$ cat src/design/pkc_pkg.sv
// Constants, types and key tables for the configuration and key-detect block.
// Assumes a single 10 MHz clock; the host's port accesses arrive as
// one-cycle strobes that are already decoded.
package pkc_pkg;

  // ----------------------------------------------------------------
  // Register indices
  // ----------------------------------------------------------------
  localparam logic [7:0] IDX_CARD_NUMBER = 8'h06;
  localparam logic [7:0] IDX_IO_BASE_HIGH = 8'h60;
  localparam logic [7:0] IDX_IO_BASE_LOW = 8'h61;
  localparam logic [7:0] IDX_INTERRUPT_LINE_SELECT = 8'h70;
  localparam logic [7:0] IDX_INTERRUPT_KIND = 8'h71;
  localparam logic [7:0] IDX_DMA_SELECT_A = 8'h74;
  localparam logic [7:0] IDX_DMA_SELECT_B = 8'h75;
  localparam logic [7:0] IDX_SETUP_MIRROR_0 = 8'hf0;
  localparam logic [7:0] IDX_SETUP_MIRROR_1 = 8'hf1;
  localparam logic [7:0] IDX_SETUP_MIRROR_2 = 8'hf2;
  localparam logic [7:0] IDX_SETUP_MIRROR_3 = 8'hf3;
  localparam logic [7:0] IDX_SAVED_CARD_NUMBER_MIRROR = 8'hf5;
  localparam logic [7:0] IDX_VENDOR_COMMAND = 8'hf6;

  // ----------------------------------------------------------------
  // Fixed values, masks and field positions
  // ----------------------------------------------------------------
  localparam logic [7:0] INTERRUPT_KIND_VAL = 8'h02;
  localparam logic [7:0] DMA_NONE_VAL = 8'h04;
  localparam logic [7:0] ZERO_BYTE = 8'h00;
  localparam logic [7:0] IO_BASE_HIGH_MASK = 8'h03;
  localparam logic [7:0] IO_BASE_LOW_MASK = 8'he0;
  localparam logic [7:0] INTERRUPT_LINE_MASK = 8'h0f;
  localparam int VENDOR_CLEAR_BIT = 2;
  localparam int SR1_INTERRUPT_ENABLE_BIT = 7;
  localparam int SR2_BOOT_ROM_SELECT_BIT = 5;
  localparam int SR3_AUTOCONFIG_BIT = 7;
  localparam int SR3_RESERVED_BIT = 3;
  localparam int SR3_SLEEP_BIT = 2;
  localparam logic [4:0] KEY_LAST_POS = 5'h1f;
  localparam logic [4:0] KEY_FIRST_POS = 5'h00;
  localparam logic [4:0] KEY_SECOND_POS = 5'h01;

  // Standard and vendor key tables, first byte in the top bits
  localparam logic [255:0] STD_KEY = {128'h6ab5_daed_f6fb_7dbe_df6f_371b_0d86_c361,
    128'hb058_2c16_8b45_a2d1_e874_3a9d_cee7_7339};
  localparam logic [255:0] VND_KEY = {128'hda6d_361b_8d46_2391_48a4_d269_349a_4d26,
    128'h1389_44a2_5128_94ca_6532_190c_8643_a150};

  // ----------------------------------------------------------------
  // Types
  // ----------------------------------------------------------------
  typedef enum logic [1:0] {
    PKC_MODE_JUMPER = 2'b00,
    PKC_MODE_JUMPERLESS = 2'b01,
    PKC_MODE_AUTOCONFIG = 2'b11
  } pkc_mode_e;

  typedef enum logic [0:0] {
    PKC_WAIT_FOR_KEY = 1'b0,
    PKC_CONFIG = 1'b1
  } pkc_card_e;

  // Host port strobes, one cycle each
  typedef struct packed {
    logic addr_wr;
    logic data_wr;
    logic data_rd;
    logic [7:0] wdata;
  } pkc_isa_s;

  // Default source contents
  typedef struct packed {
    logic autoconfig_mode_bit;
    logic [7:0] setup_reg_0;
    logic [7:0] setup_reg_1;
    logic [7:0] setup_reg_2;
    logic [7:0] setup_reg_3;
  } pkc_dflt_s;

  // Setup register bank
  typedef struct packed {
    logic [7:0] setup_reg_0;
    logic [7:0] setup_reg_1;
    logic [7:0] setup_reg_2;
    logic [7:0] setup_reg_3;
    logic [7:0] saved_card_number;
  } pkc_setup_s;

  // Logical device configuration
  typedef struct packed {
    logic [7:0] io_base_high;
    logic [7:0] io_base_low;
    logic [7:0] interrupt_line_select;
  } pkc_cfg_s;

endpackage

$ cat src/design/pkc_config.sv
// Logical device configuration bank, mode selection and key detection.
// Assumes host port strobes are decoded and synchronous to clk, and that
// rst_b is the host reset drive, held low for at least one clock edge.
//
// Operation
// - I/O base high byte: bits 15..10 read zero, ignore writes.
// - I/O base low byte: bits 4..0 read zero, bits 7..5 writable.
// - Interrupt line select: low four bits, zero means none.
// - Interrupt kind reads fixed edge-triggered, active high value.
// - Both DMA selects read the no-channel code.
// - Vendor mirrors return current setup registers 0 to 3.
// - Saved card number mirror returns the saved copy.
// - Vendor command bit 2 clears card number, keeps copy, self-clears.
// - Mode from mode strap, autoconfig strap and stored autoconfig bit.
// - Setup 1 and 2 defaults from jumpers in jumper mode, else from stored image; setup 0 and 3 always from stored image.
// - Configuration writes accepted in all modes, reflected into setup.
// - Auto-load or reset restores setup and configuration defaults; the saved card number copy is kept.
// - Boot ROM size only from strap or stored source.
// - Vendor key always recognised; standard key only in autoconfig mode.
// - Vendor key enters Config in any mode.
// - Non-autoconfig defaults: interrupt enable one, boot ROM select zero.
// - Setup 3: bit 7 per mode, sleep and reserved bit 3 zero, rest from image.
// - Logic stays quiet after power up until a key is seen.
// - Full 32-write key on address port enables configuration ports.
// - Any key mismatch restarts the sequence, at the second position if the byte matches the first key byte.
// - Keys compared in order against fixed 32-byte tables.
// - Reset clears card number and enters Wait for Key.
// - Wait for Key ignores all configuration port accesses.
`timescale 1ns/100ps
`default_nettype none

module pkc_config (
  input wire logic clk, // 10 MHz clock
  input wire logic rst_b, // Host reset drive, low active
  input wire logic autoload, // Auto-load command pulse
  input wire logic mode_strap_pin, // High selects jumper mode
  input wire logic autoconfig_strap_pin, // High selects autoconfig unless mode strap pin high
  input wire pkc_pkg::pkc_dflt_s jumper_dflt, // Jumper pin image
  input wire pkc_pkg::pkc_dflt_s eeprom_dflt, // Stored image
  input wire pkc_pkg::pkc_isa_s isa, // Host port strobes
  output pkc_pkg::pkc_card_e card_state_q, // Card state
  output pkc_pkg::pkc_mode_e mode_q, // Configuration mode
  output logic [7:0] card_number_q, // Card select number
  output pkc_pkg::pkc_setup_s setup_q, // Setup bank
  output pkc_pkg::pkc_cfg_s cfg_q, // Configuration registers
  output logic [7:0] rd_data_q, // Read answer data
  output logic rd_valid_q // Read answer strobe
);
  import pkc_pkg::*;

  // ----------------------------------------------------------------
  // Declarations
  // ----------------------------------------------------------------
  logic [7:0] index_q;
  logic [4:0] std_pos_q;
  logic [4:0] vnd_pos_q;
  logic std_hit;
  logic vnd_hit;
  logic vnd_clear_q;
  logic load;
  logic cfg_wr;
  pkc_mode_e mode_d;
  pkc_dflt_s src;
  pkc_setup_s dflt_d;
  logic [7:0] rd_d;

  // Table lookup for one key position
  function automatic logic [7:0] key_byte(input logic [255:0] k, input logic [4:0] p);
    key_byte = k[(KEY_LAST_POS - p) * 8 +: 8];
  endfunction

  // ----------------------------------------------------------------
  // Mode and defaults
  // ----------------------------------------------------------------
  // Defaults reload on reset or auto-load
  // restore on reset
  assign load = !rst_b || autoload;
  assign cfg_wr = isa.data_wr && (card_state_q == PKC_CONFIG);

  // Mode decode from straps and stored bit
  always_comb begin
    if (mode_strap_pin) begin
      mode_d = PKC_MODE_JUMPER;
    end else if (autoconfig_strap_pin || eeprom_dflt.autoconfig_mode_bit) begin
      mode_d = PKC_MODE_AUTOCONFIG;
    end else begin
      mode_d = PKC_MODE_JUMPERLESS;
    end
  end

  // Default setup image per mode
  always_comb begin
    src = (mode_d == PKC_MODE_JUMPER) ? jumper_dflt : eeprom_dflt;
    dflt_d.setup_reg_0 = eeprom_dflt.setup_reg_0;
    dflt_d.setup_reg_1 = src.setup_reg_1;
    dflt_d.setup_reg_2 = src.setup_reg_2;
    dflt_d.setup_reg_3 = eeprom_dflt.setup_reg_3;
    dflt_d.saved_card_number = setup_q.saved_card_number;
    if (mode_d != PKC_MODE_AUTOCONFIG) begin
      dflt_d.setup_reg_1[SR1_INTERRUPT_ENABLE_BIT] = 1'b1;
      dflt_d.setup_reg_2[SR2_BOOT_ROM_SELECT_BIT] = 1'b0;
    end
    dflt_d.setup_reg_3[SR3_AUTOCONFIG_BIT] = (mode_d == PKC_MODE_AUTOCONFIG);
    dflt_d.setup_reg_3[SR3_SLEEP_BIT] = 1'b0;
    dflt_d.setup_reg_3[SR3_RESERVED_BIT] = 1'b0;
  end

  // Mode register
  always_ff @(posedge clk) begin
    if (load) begin
      mode_q <= mode_d;
    end
  end

  // ----------------------------------------------------------------
  // Key detection
  // ----------------------------------------------------------------
  // full series match
  assign std_hit = isa.addr_wr && (std_pos_q == KEY_LAST_POS) && (mode_q == PKC_MODE_AUTOCONFIG)
    && (isa.wdata == key_byte(STD_KEY, std_pos_q));
  assign vnd_hit = isa.addr_wr && (vnd_pos_q == KEY_LAST_POS)
    && (isa.wdata == key_byte(VND_KEY, vnd_pos_q));

  // Two parallel position counters fed by address-port writes
  always_ff @(posedge clk) begin
    if (!rst_b) begin
      std_pos_q <= KEY_FIRST_POS;
      vnd_pos_q <= KEY_FIRST_POS;
    end else if (isa.addr_wr) begin
      if (isa.wdata == key_byte(STD_KEY, std_pos_q)) begin
        std_pos_q <= (std_pos_q == KEY_LAST_POS) ? KEY_FIRST_POS : std_pos_q + 5'h01;
      end else begin
        std_pos_q <= (isa.wdata == key_byte(STD_KEY, KEY_FIRST_POS)) ? KEY_SECOND_POS
          : KEY_FIRST_POS;
      end
      if (isa.wdata == key_byte(VND_KEY, vnd_pos_q)) begin
        vnd_pos_q <= (vnd_pos_q == KEY_LAST_POS) ? KEY_FIRST_POS : vnd_pos_q + 5'h01;
      end else begin
        vnd_pos_q <= (isa.wdata == key_byte(VND_KEY, KEY_FIRST_POS)) ? KEY_SECOND_POS
          : KEY_FIRST_POS;
      end
    end
  end

  // Card state: quiet until a key is seen
  always_ff @(posedge clk) begin
    if (!rst_b) begin
      card_state_q <= PKC_WAIT_FOR_KEY;
    end else begin
      case (card_state_q)
        PKC_WAIT_FOR_KEY: begin
          if (std_hit || vnd_hit) begin
            card_state_q <= PKC_CONFIG;
          end
        end
        PKC_CONFIG: begin
          card_state_q <= PKC_CONFIG;
        end
        default: begin
          card_state_q <= PKC_WAIT_FOR_KEY;
        end
      endcase
    end
  end

  // ----------------------------------------------------------------
  // Index and card number
  // ----------------------------------------------------------------
  // Index latched from address-port writes in Config
  always_ff @(posedge clk) begin
    if (!rst_b) begin
      index_q <= ZERO_BYTE;
    end else if (isa.addr_wr && card_state_q == PKC_CONFIG) begin
      index_q <= isa.wdata;
    end
  end

  // Vendor clear command bit, self-clearing after one cycle
  always_ff @(posedge clk) begin
    if (!rst_b) begin
      vnd_clear_q <= 1'b0;
    end else begin
      vnd_clear_q <= cfg_wr && index_q == IDX_VENDOR_COMMAND && isa.wdata[VENDOR_CLEAR_BIT];
    end
  end

  // Card select number
  always_ff @(posedge clk) begin
    if (!rst_b) begin
      card_number_q <= ZERO_BYTE;
    end else if (vnd_clear_q) begin
      card_number_q <= ZERO_BYTE;
    end else if (cfg_wr && index_q == IDX_CARD_NUMBER) begin
      card_number_q <= isa.wdata;
    end
  end

  // ----------------------------------------------------------------
  // Configuration and setup storage
  // ----------------------------------------------------------------
  // Writes land in the configuration bank and reflect into setup 1; card number writes land in the saved copy
  always_ff @(posedge clk) begin
    if (load) begin
      setup_q <= dflt_d;
      cfg_q.io_base_high <= {6'h00, dflt_d.setup_reg_1[3:2]};
      cfg_q.io_base_low <= {dflt_d.setup_reg_1[1:0], 6'h00};
      cfg_q.interrupt_line_select <= {5'h00, dflt_d.setup_reg_1[6:4]};
    end else if (cfg_wr) begin
      case (index_q)
        IDX_IO_BASE_HIGH: begin
          cfg_q.io_base_high <= isa.wdata & IO_BASE_HIGH_MASK;
          setup_q.setup_reg_1[3:2] <= isa.wdata[1:0];
        end
        IDX_IO_BASE_LOW: begin
          cfg_q.io_base_low <= isa.wdata & IO_BASE_LOW_MASK;
          setup_q.setup_reg_1[1:0] <= isa.wdata[7:6];
        end
        IDX_INTERRUPT_LINE_SELECT: begin
          cfg_q.interrupt_line_select <= isa.wdata & INTERRUPT_LINE_MASK;
          setup_q.setup_reg_1[6:4] <= isa.wdata[2:0];
        end
        IDX_CARD_NUMBER: begin
          setup_q.saved_card_number <= isa.wdata;
        end
        default: begin
          setup_q <= setup_q;
        end
      endcase
    end
  end

  // ----------------------------------------------------------------
  // Read answer
  // ----------------------------------------------------------------
  // Read multiplexer
  always_comb begin
    case (index_q)
      IDX_CARD_NUMBER: rd_d = card_number_q;
      IDX_IO_BASE_HIGH: rd_d = cfg_q.io_base_high;
      IDX_IO_BASE_LOW: rd_d = cfg_q.io_base_low;
      IDX_INTERRUPT_LINE_SELECT: rd_d = cfg_q.interrupt_line_select;
      IDX_INTERRUPT_KIND: rd_d = INTERRUPT_KIND_VAL;
      IDX_DMA_SELECT_A: rd_d = DMA_NONE_VAL;
      IDX_DMA_SELECT_B: rd_d = DMA_NONE_VAL;
      IDX_SETUP_MIRROR_0: rd_d = setup_q.setup_reg_0;
      IDX_SETUP_MIRROR_1: rd_d = setup_q.setup_reg_1;
      IDX_SETUP_MIRROR_2: rd_d = setup_q.setup_reg_2;
      IDX_SETUP_MIRROR_3: rd_d = setup_q.setup_reg_3;
      IDX_SAVED_CARD_NUMBER_MIRROR: rd_d = setup_q.saved_card_number;
      default: rd_d = ZERO_BYTE;
    endcase
  end

  // Answer one cycle after a read strobe, none while waiting for key
  always_ff @(posedge clk) begin
    if (!rst_b) begin
      rd_valid_q <= 1'b0;
      rd_data_q <= ZERO_BYTE;
    end else begin
      rd_valid_q <= isa.data_rd && card_state_q == PKC_CONFIG;
      rd_data_q <= (isa.data_rd && card_state_q == PKC_CONFIG) ? rd_d : ZERO_BYTE;
    end
  end

  // ----------------------------------------------------------------
  // Assertions
  // ----------------------------------------------------------------
  AST_IOB_HIGH_ZERO: assert property (@(posedge clk) disable iff (!rst_b)
    cfg_q.io_base_high[7:2] == 6'h00) else $error("I/O base high upper bits set");
  AST_IOB_LOW_ZERO: assert property (@(posedge clk) disable iff (!rst_b)
    cfg_q.io_base_low[4:0] == 5'h00) else $error("I/O base low bits set");
  AST_LINE_WRITE: assert property (@(posedge clk) disable iff (!rst_b)
    (cfg_wr && !autoload && index_q == IDX_INTERRUPT_LINE_SELECT) |=>
    cfg_q.interrupt_line_select == {4'h0, $past(isa.wdata[3:0])})
    else $error("Interrupt line select not stored");
  AST_KIND_READ: assert property (@(posedge clk) disable iff (!rst_b)
    (isa.data_rd && card_state_q == PKC_CONFIG && index_q == IDX_INTERRUPT_KIND) |=>
    (rd_valid_q && rd_data_q == INTERRUPT_KIND_VAL)) else $error("Interrupt kind wrong");
  AST_DMA_READ: assert property (@(posedge clk) disable iff (!rst_b)
    (isa.data_rd && card_state_q == PKC_CONFIG
    && (index_q == IDX_DMA_SELECT_A || index_q == IDX_DMA_SELECT_B)) |=>
    rd_data_q == DMA_NONE_VAL) else $error("DMA select wrong");
  AST_MIRROR_READ: assert property (@(posedge clk) disable iff (!rst_b)
    (isa.data_rd && card_state_q == PKC_CONFIG && index_q == IDX_SETUP_MIRROR_3) |=>
    rd_data_q == $past(setup_q.setup_reg_3)) else $error("Setup mirror wrong");
  AST_VENDOR_CLEAR: assert property (@(posedge clk) disable iff (!rst_b)
    (cfg_wr && index_q == IDX_VENDOR_COMMAND && isa.wdata[VENDOR_CLEAR_BIT] && !autoload) |=>
    ##1 (card_number_q == ZERO_BYTE && !vnd_clear_q
    && setup_q.saved_card_number == $past(setup_q.saved_card_number, 2)))
    else $error("Vendor clear failed");
  AST_WAIT_QUIET: assert property (@(posedge clk) disable iff (!rst_b)
    (card_state_q == PKC_WAIT_FOR_KEY) |=> !rd_valid_q) else $error("Answer while waiting");
  AST_RESET_STATE: assert property (@(posedge clk)
    !rst_b |=> (card_state_q == PKC_WAIT_FOR_KEY && card_number_q == ZERO_BYTE
    && setup_q.setup_reg_3[SR3_SLEEP_BIT] == 1'b0)) else $error("Reset state wrong");
  AST_STD_KEY_MODE: assert property (@(posedge clk) disable iff (!rst_b)
    ($rose(card_state_q) && mode_q != PKC_MODE_AUTOCONFIG) |->
    $past(vnd_hit)) else $error("Standard key accepted outside autoconfig");
  AST_SAVED_READ: assert property (@(posedge clk) disable iff (!rst_b)
    (isa.data_rd && card_state_q == PKC_CONFIG && index_q == IDX_SAVED_CARD_NUMBER_MIRROR)
    |=> rd_data_q == $past(setup_q.saved_card_number)) else $error("Saved copy mirror wrong");

  // Mode decode from straps at each load
  AST_MODE_JUMPER: assert property (@(posedge clk)
    (load && mode_strap_pin) |=> mode_q == PKC_MODE_JUMPER)
    else $error("Jumper mode not taken");
  AST_MODE_AUTO: assert property (@(posedge clk)
    (load && !mode_strap_pin && (autoconfig_strap_pin || eeprom_dflt.autoconfig_mode_bit))
    |=> mode_q == PKC_MODE_AUTOCONFIG) else $error("Autoconfig mode not taken");
  AST_MODE_PLAIN: assert property (@(posedge clk)
    (load && !mode_strap_pin && !autoconfig_strap_pin && !eeprom_dflt.autoconfig_mode_bit)
    |=> mode_q == PKC_MODE_JUMPERLESS) else $error("Jumperless mode not taken");

  // Forced default bits after every load
  AST_FORCED_BITS: assert property (@(posedge clk) load |=>
    (mode_q == PKC_MODE_AUTOCONFIG || (setup_q.setup_reg_1[SR1_INTERRUPT_ENABLE_BIT]
    && !setup_q.setup_reg_2[SR2_BOOT_ROM_SELECT_BIT]))) else $error("Forced setup bits wrong");
  AST_SETUP3_BITS: assert property (@(posedge clk) load |=>
    (setup_q.setup_reg_3[SR3_AUTOCONFIG_BIT] == (mode_q == PKC_MODE_AUTOCONFIG)
    && !setup_q.setup_reg_3[SR3_SLEEP_BIT])) else $error("Setup 3 forced bits wrong");

  // Key position bookkeeping, quiet state, write protection and covers
  AST_KEY_RESTART: assert property (@(posedge clk) disable iff (!rst_b)
    (isa.addr_wr && isa.wdata != key_byte(STD_KEY, std_pos_q)
    && isa.wdata != key_byte(STD_KEY, KEY_FIRST_POS)) |=> std_pos_q == KEY_FIRST_POS)
    else $error("Key position not restarted");
  AST_ADDR_ONLY: assert property (@(posedge clk) disable iff (!rst_b)
    !isa.addr_wr |=> ($stable(std_pos_q) && $stable(vnd_pos_q)))
    else $error("Key position moved without address write");
  AST_QUIET_WAIT: assert property (@(posedge clk) disable iff (!rst_b)
    (card_state_q == PKC_WAIT_FOR_KEY && !isa.addr_wr) |=> card_state_q == PKC_WAIT_FOR_KEY)
    else $error("Left Wait for Key without a key");
  AST_NO_SIZE_WRITE: assert property (@(posedge clk) disable iff (!rst_b)
    (cfg_wr && !autoload) |=> $stable(setup_q.setup_reg_2))
    else $error("Boot ROM size written");
  AST_READONLY_KEEP: assert property (@(posedge clk) disable iff (!rst_b)
    (cfg_wr && !autoload && index_q >= IDX_SETUP_MIRROR_0) |=> ($stable(cfg_q)
    && $stable(setup_q.setup_reg_1) && $stable(setup_q.setup_reg_3)))
    else $error("Read-only write changed state");

  COV_STD_KEY: cover property (@(posedge clk) disable iff (!rst_b) std_hit);
  COV_VND_KEY: cover property (@(posedge clk) disable iff (!rst_b)
    vnd_hit && mode_q == PKC_MODE_JUMPER);
  COV_VND_CLEAR: cover property (@(posedge clk) disable iff (!rst_b) vnd_clear_q);
  COV_CFG_WRITE: cover property (@(posedge clk) disable iff (!rst_b)
    cfg_wr && index_q == IDX_IO_BASE_LOW);
  COV_PLAIN_KEY: cover property (@(posedge clk) disable iff (!rst_b)
    vnd_hit && mode_q == PKC_MODE_JUMPERLESS);

endmodule // pkc_config

`default_nettype wire

$ cat config.mk
export PLATFORM = sky130hd
export DESIGN_NAME = pkc_config
export DESIGN_NICKNAME = d
export VERILOG_FILES = /design/src/design/pkc_pkg.sv /design/src/design/pkc_config.sv
export SDC_FILE = /design/constraint.sdc
export NUM_CORES = 1
export LEC_CHECK = 0
export CORE_MARGIN = 5
export CORE_UTILIZATION = 50
export DETAILED_ROUTE_END_ITERATION = 8
export DONT_BUFFER_PORTS = 1
export GPL_TIMING_DRIVEN = 0
export SLEW_MARGIN = 20
export SYNTH_ARGS = -nofsm -noshare
export SYNTH_HDL_FRONTEND = slang
export SYNTH_SLANG_ARGS = --single-unit
$ cat constraint.sdc
create_clock -name clk -period 7.6 [get_ports clk]
set_input_delay 0 -clock clk [delete_from_list [all_inputs] [get_ports clk]]
set_output_delay 0 -clock clk [all_outputs]
set_load 0.01 [all_outputs]
==> results.tsv <==
metric	value	unit
post-route ant nets	0	
initial antenna violation count	0	
wire per inst	21.6	um
post-synthesis sequential area ratio	38.9	%
Synth Flop Type	edfxtp_1	
Startpoint Class	flip-flop	
Crit. End Element	flip-flop	
CTS Buffer Depth	2	
share of layout cells above drive strength 1	10.9	%
Total Nets Final	765	
io pins	166	
Clock Sink Count	84	
RSZ-0062 raised after global routing	false	
site row count	38	
worst hold path class	in -> reg	
Hold Violations, Final	0	
htree depth	3	
XOR/XNOR share of the synthesized area	2.08	%
Post-synth top cells	nor2_1, edfxtp_1, nand2_1	
Tmin final	3.29	ns
Core Area	10800	um2
Syn Inst Count	588	
CTS tree	yes	
Setup Total Neg Slack	0	ns
clock buffer count from CTS	9	
required time worst endpoint	7.87	ns
max-slew violation count	0	
Initial Utilization	50.8	%
Post-synth EDFFs	45	
leakage power	2.51	nW
area share of the largest cell type after synthesis	24.6	%
status	finished clean	
Placement Cell Area	5760	um2
Yosys warnings	0	
Setup Fix Bufs, Post-CTS	0	
slowest cell delay on critical path	0.54	ns
total grt overflow	0	
FFs w/ async S/R, synth	0	%
routed vias/inst	6.12	
mux cell area share after synthesis	7.64	%
Die Y	115	um
pwr dens	153	nW/um2
die width	115	um
final clock skew	0.0236	ns
root buf cell	clkbuf_8	
largest net degree at the start of global routing	20	
DR vias	4966	
Synth Area in Simple Gates	23.5	%
Avg Inst Size Synth	9.33	um2
post-route insts no fill	812	
Worst Max-Slew Pin Slew	0.918	ns
VDD IR max	0.152	mV
Synth Area in Compound Gates	16.6	%
CP cell instances	clkbuf_1, inv_1, ha_1, buf_2, mux4_1, o21ai_1, xor2_1, nor4_4, a31o_2, nand3_1	
post-synth top area cell	edfxtp_1	
area growth from synthesis to layout	18.2	%
drt drc	0	
Max Fanout on Critical Path	10	
post-synthesis cell area	5490	um2
critical path's slowest cell	mux4_1	
WS Path Type	reg -> reg	
vias in the first global route	4839	
Highest Clock Rate	304	MHz
largest family of logic cells by synthesized area	simple AND/OR/NAND/NOR gates	
n_diodes	0	
Max-cap violations	0	
register clock-pin slew on the reported worst setup and hold paths	0.10	ns
IO Port Bufs	0	
Post-Place Cells	746	
FF+latch count, synth	84	
fin crit share	43.2	%
gpl congestion	0.894	
Setup violations, final	0	
detailed placement HPWL	12.6	mm
Worst EP arrival	3.55	ns
most frequent cell after synthesis	nor2_1	
die area	13200	um2
final hold slack	0.00584	ns
Worst slew margin	38.2	%
first drt pass iteration count	6	
Layout Utilization	60.1	%
Synth area leaders	edfxtp_1, dfxtp_1, mux2i_1	
first-pass GRT wire length	26.6	mm
post-synthesis cell type count	71	
DRT iter0 DRCs	467	
Design Area, Final	6480	um2
Adder-Cell Fraction of Synth Area	3.65	%
Skew-Pair Late Insertion Delay	0.39	ns
total wire length	17.6	mm
GRT Total Usage	26.4	%
[metrics by stage]
| stage | setup slack (ns) | total power, mW |
|---|---|---|
| floorplan | 4.88 | 0.588 |
| global placement | 4.30 | 0.610 |
| detailed placement | 4.33 | 0.613 |
| CTS | 4.28 | 0.987 |
| global route | 4.08 | 1.02 |
| finish | 4.31 | 0.989 |
[cells by family (layout without fill, tap and decap cells)]
| logic type | after synthesis | in the layout |
|---|---|---|
| simple gates | 233 | 233 |
| compound gates | 125 | 125 |
| flops | 84 | 84 |
| buf+inv | 82 | 150 |
| mux | 34 | 34 |
| fa+ha+maj | 16 | 16 |
| xor+xnor | 13 | 13 |
| other cells | 1 | 17 |
[sequential cells by signal (all words and copies together), names as in the netlist]
| name | cells |
|---|---|
| card_state_q | 1 |
| mode_q | 2 |
| vnd_pos_q | 5 |
| cfg_q | 7 |
| setup_q | 38 |
| std_pos_q | 5 |
| index_q | 8 |
| card_number_q | 8 |
| rd_data_q | 8 |
| rd_valid_q | 1 |
| vnd_clear_q | 1 |
[placed cells by master (no fill, tap or decap), types with 6 or more instances in the layout]
cell type / synthesis / final
nor2_1: 51 / 51
dlygate4sd3_1: 0 / 50
edfxtp_1: 45 / 45
nand2_1: 44 / 44
dfxtp_1: 39 / 39
clkbuf_1: 26 / 26
mux2i_1: 25 / 25
and2_1: 22 / 22
nand3_1: 22 / 22
inv_1: 21 / 21
buf_4: 20 / 20
conb_1: 1 / 17
o21ai_0: 16 / 16
ha_1: 16 / 16
a21oi_1: 15 / 15
nand4_1: 13 / 13
buf_2: 11 / 12
nor2b_1: 12 / 12
a21boi_0: 12 / 12
a22oi_1: 12 / 12
nand2b_1: 10 / 10
nand3b_1: 9 / 9
clkbuf_8: 0 / 9
xnor2_1: 8 / 8
a222oi_1: 8 / 8
and3_1: 7 / 7
a21o_1: 6 / 6
nor3_1: 7 / 6
o211ai_1: 6 / 6
[per-layer routing]
layer | vias to the layer above | GRT usage [%] | part of all wire (%)
met5 | - | 0 | 0
met2 | 244 | 41.5 | 47
met1 | 2391 | 34.7 | 41
li1 | 2301 | - | -
met3 | 30 | 9.95 | 11
met4 | 0 | 6.57 | 1.8
[worst paths after layout]
| check | startpoint | endpoint | slack [ns] | cells past startpoint |
|---|---|---|---|---|
| setup / recovery | vnd_pos_q[0] | vnd_pos_q[0] | 4.31 | 10 |
| hold / removal | eeprom_dflt[22] | setup_q[30] | 0.006 | 3 |
| setup reg to reg | vnd_pos_q[0] | vnd_pos_q[0] | 4.31 | 10 |
| hold reg to reg | index_q[6] | index_q[6] | 0.51 | 2 |
[report_power, final]
group	total (mW)	leakage [nW]	internal, mW	switching [mW]
Sequential	0.534	0.772	0.504	0.0306
Combinational	0.0951	1.64	0.0472	0.0479
Clock	0.360	0.103	0.186	0.174
[layout make-up]
cell class	count	area, um2
Timing Repair Buffer	52	533
Multi-Input combinational cell	438	3010
Inverter	21	78.8
Clock buffer	10	128
Sequential cell	84	2130
Tap cell	140	175
Clock inverter	6	88.8
Buffer	61	342
Fill cell	947	4310
[timing repair]
action / 4_1_cts / 5_1_grt
hold buffers: 50 / 0
endpoints found under the hold margin: 51 / 0
setup endpoints to repair: 0 / 0
resized for setup: 0 / 0
[worst max-delay path, delay by kind of cell (launching register included)]
family	cells	cell delay (ns)
buffers and inverters	3	0.76
multiplexers	1	0.54
AND/OR/NAND/NOR	2	0.56
adder cells (fa/ha/maj)	1	0.34
flip-flops	1	0.45
XOR/XNOR	1	0.13
AO/OA/AOI/OAI	2	0.41
Note: power is estimated with default switching activity, not from simulation.
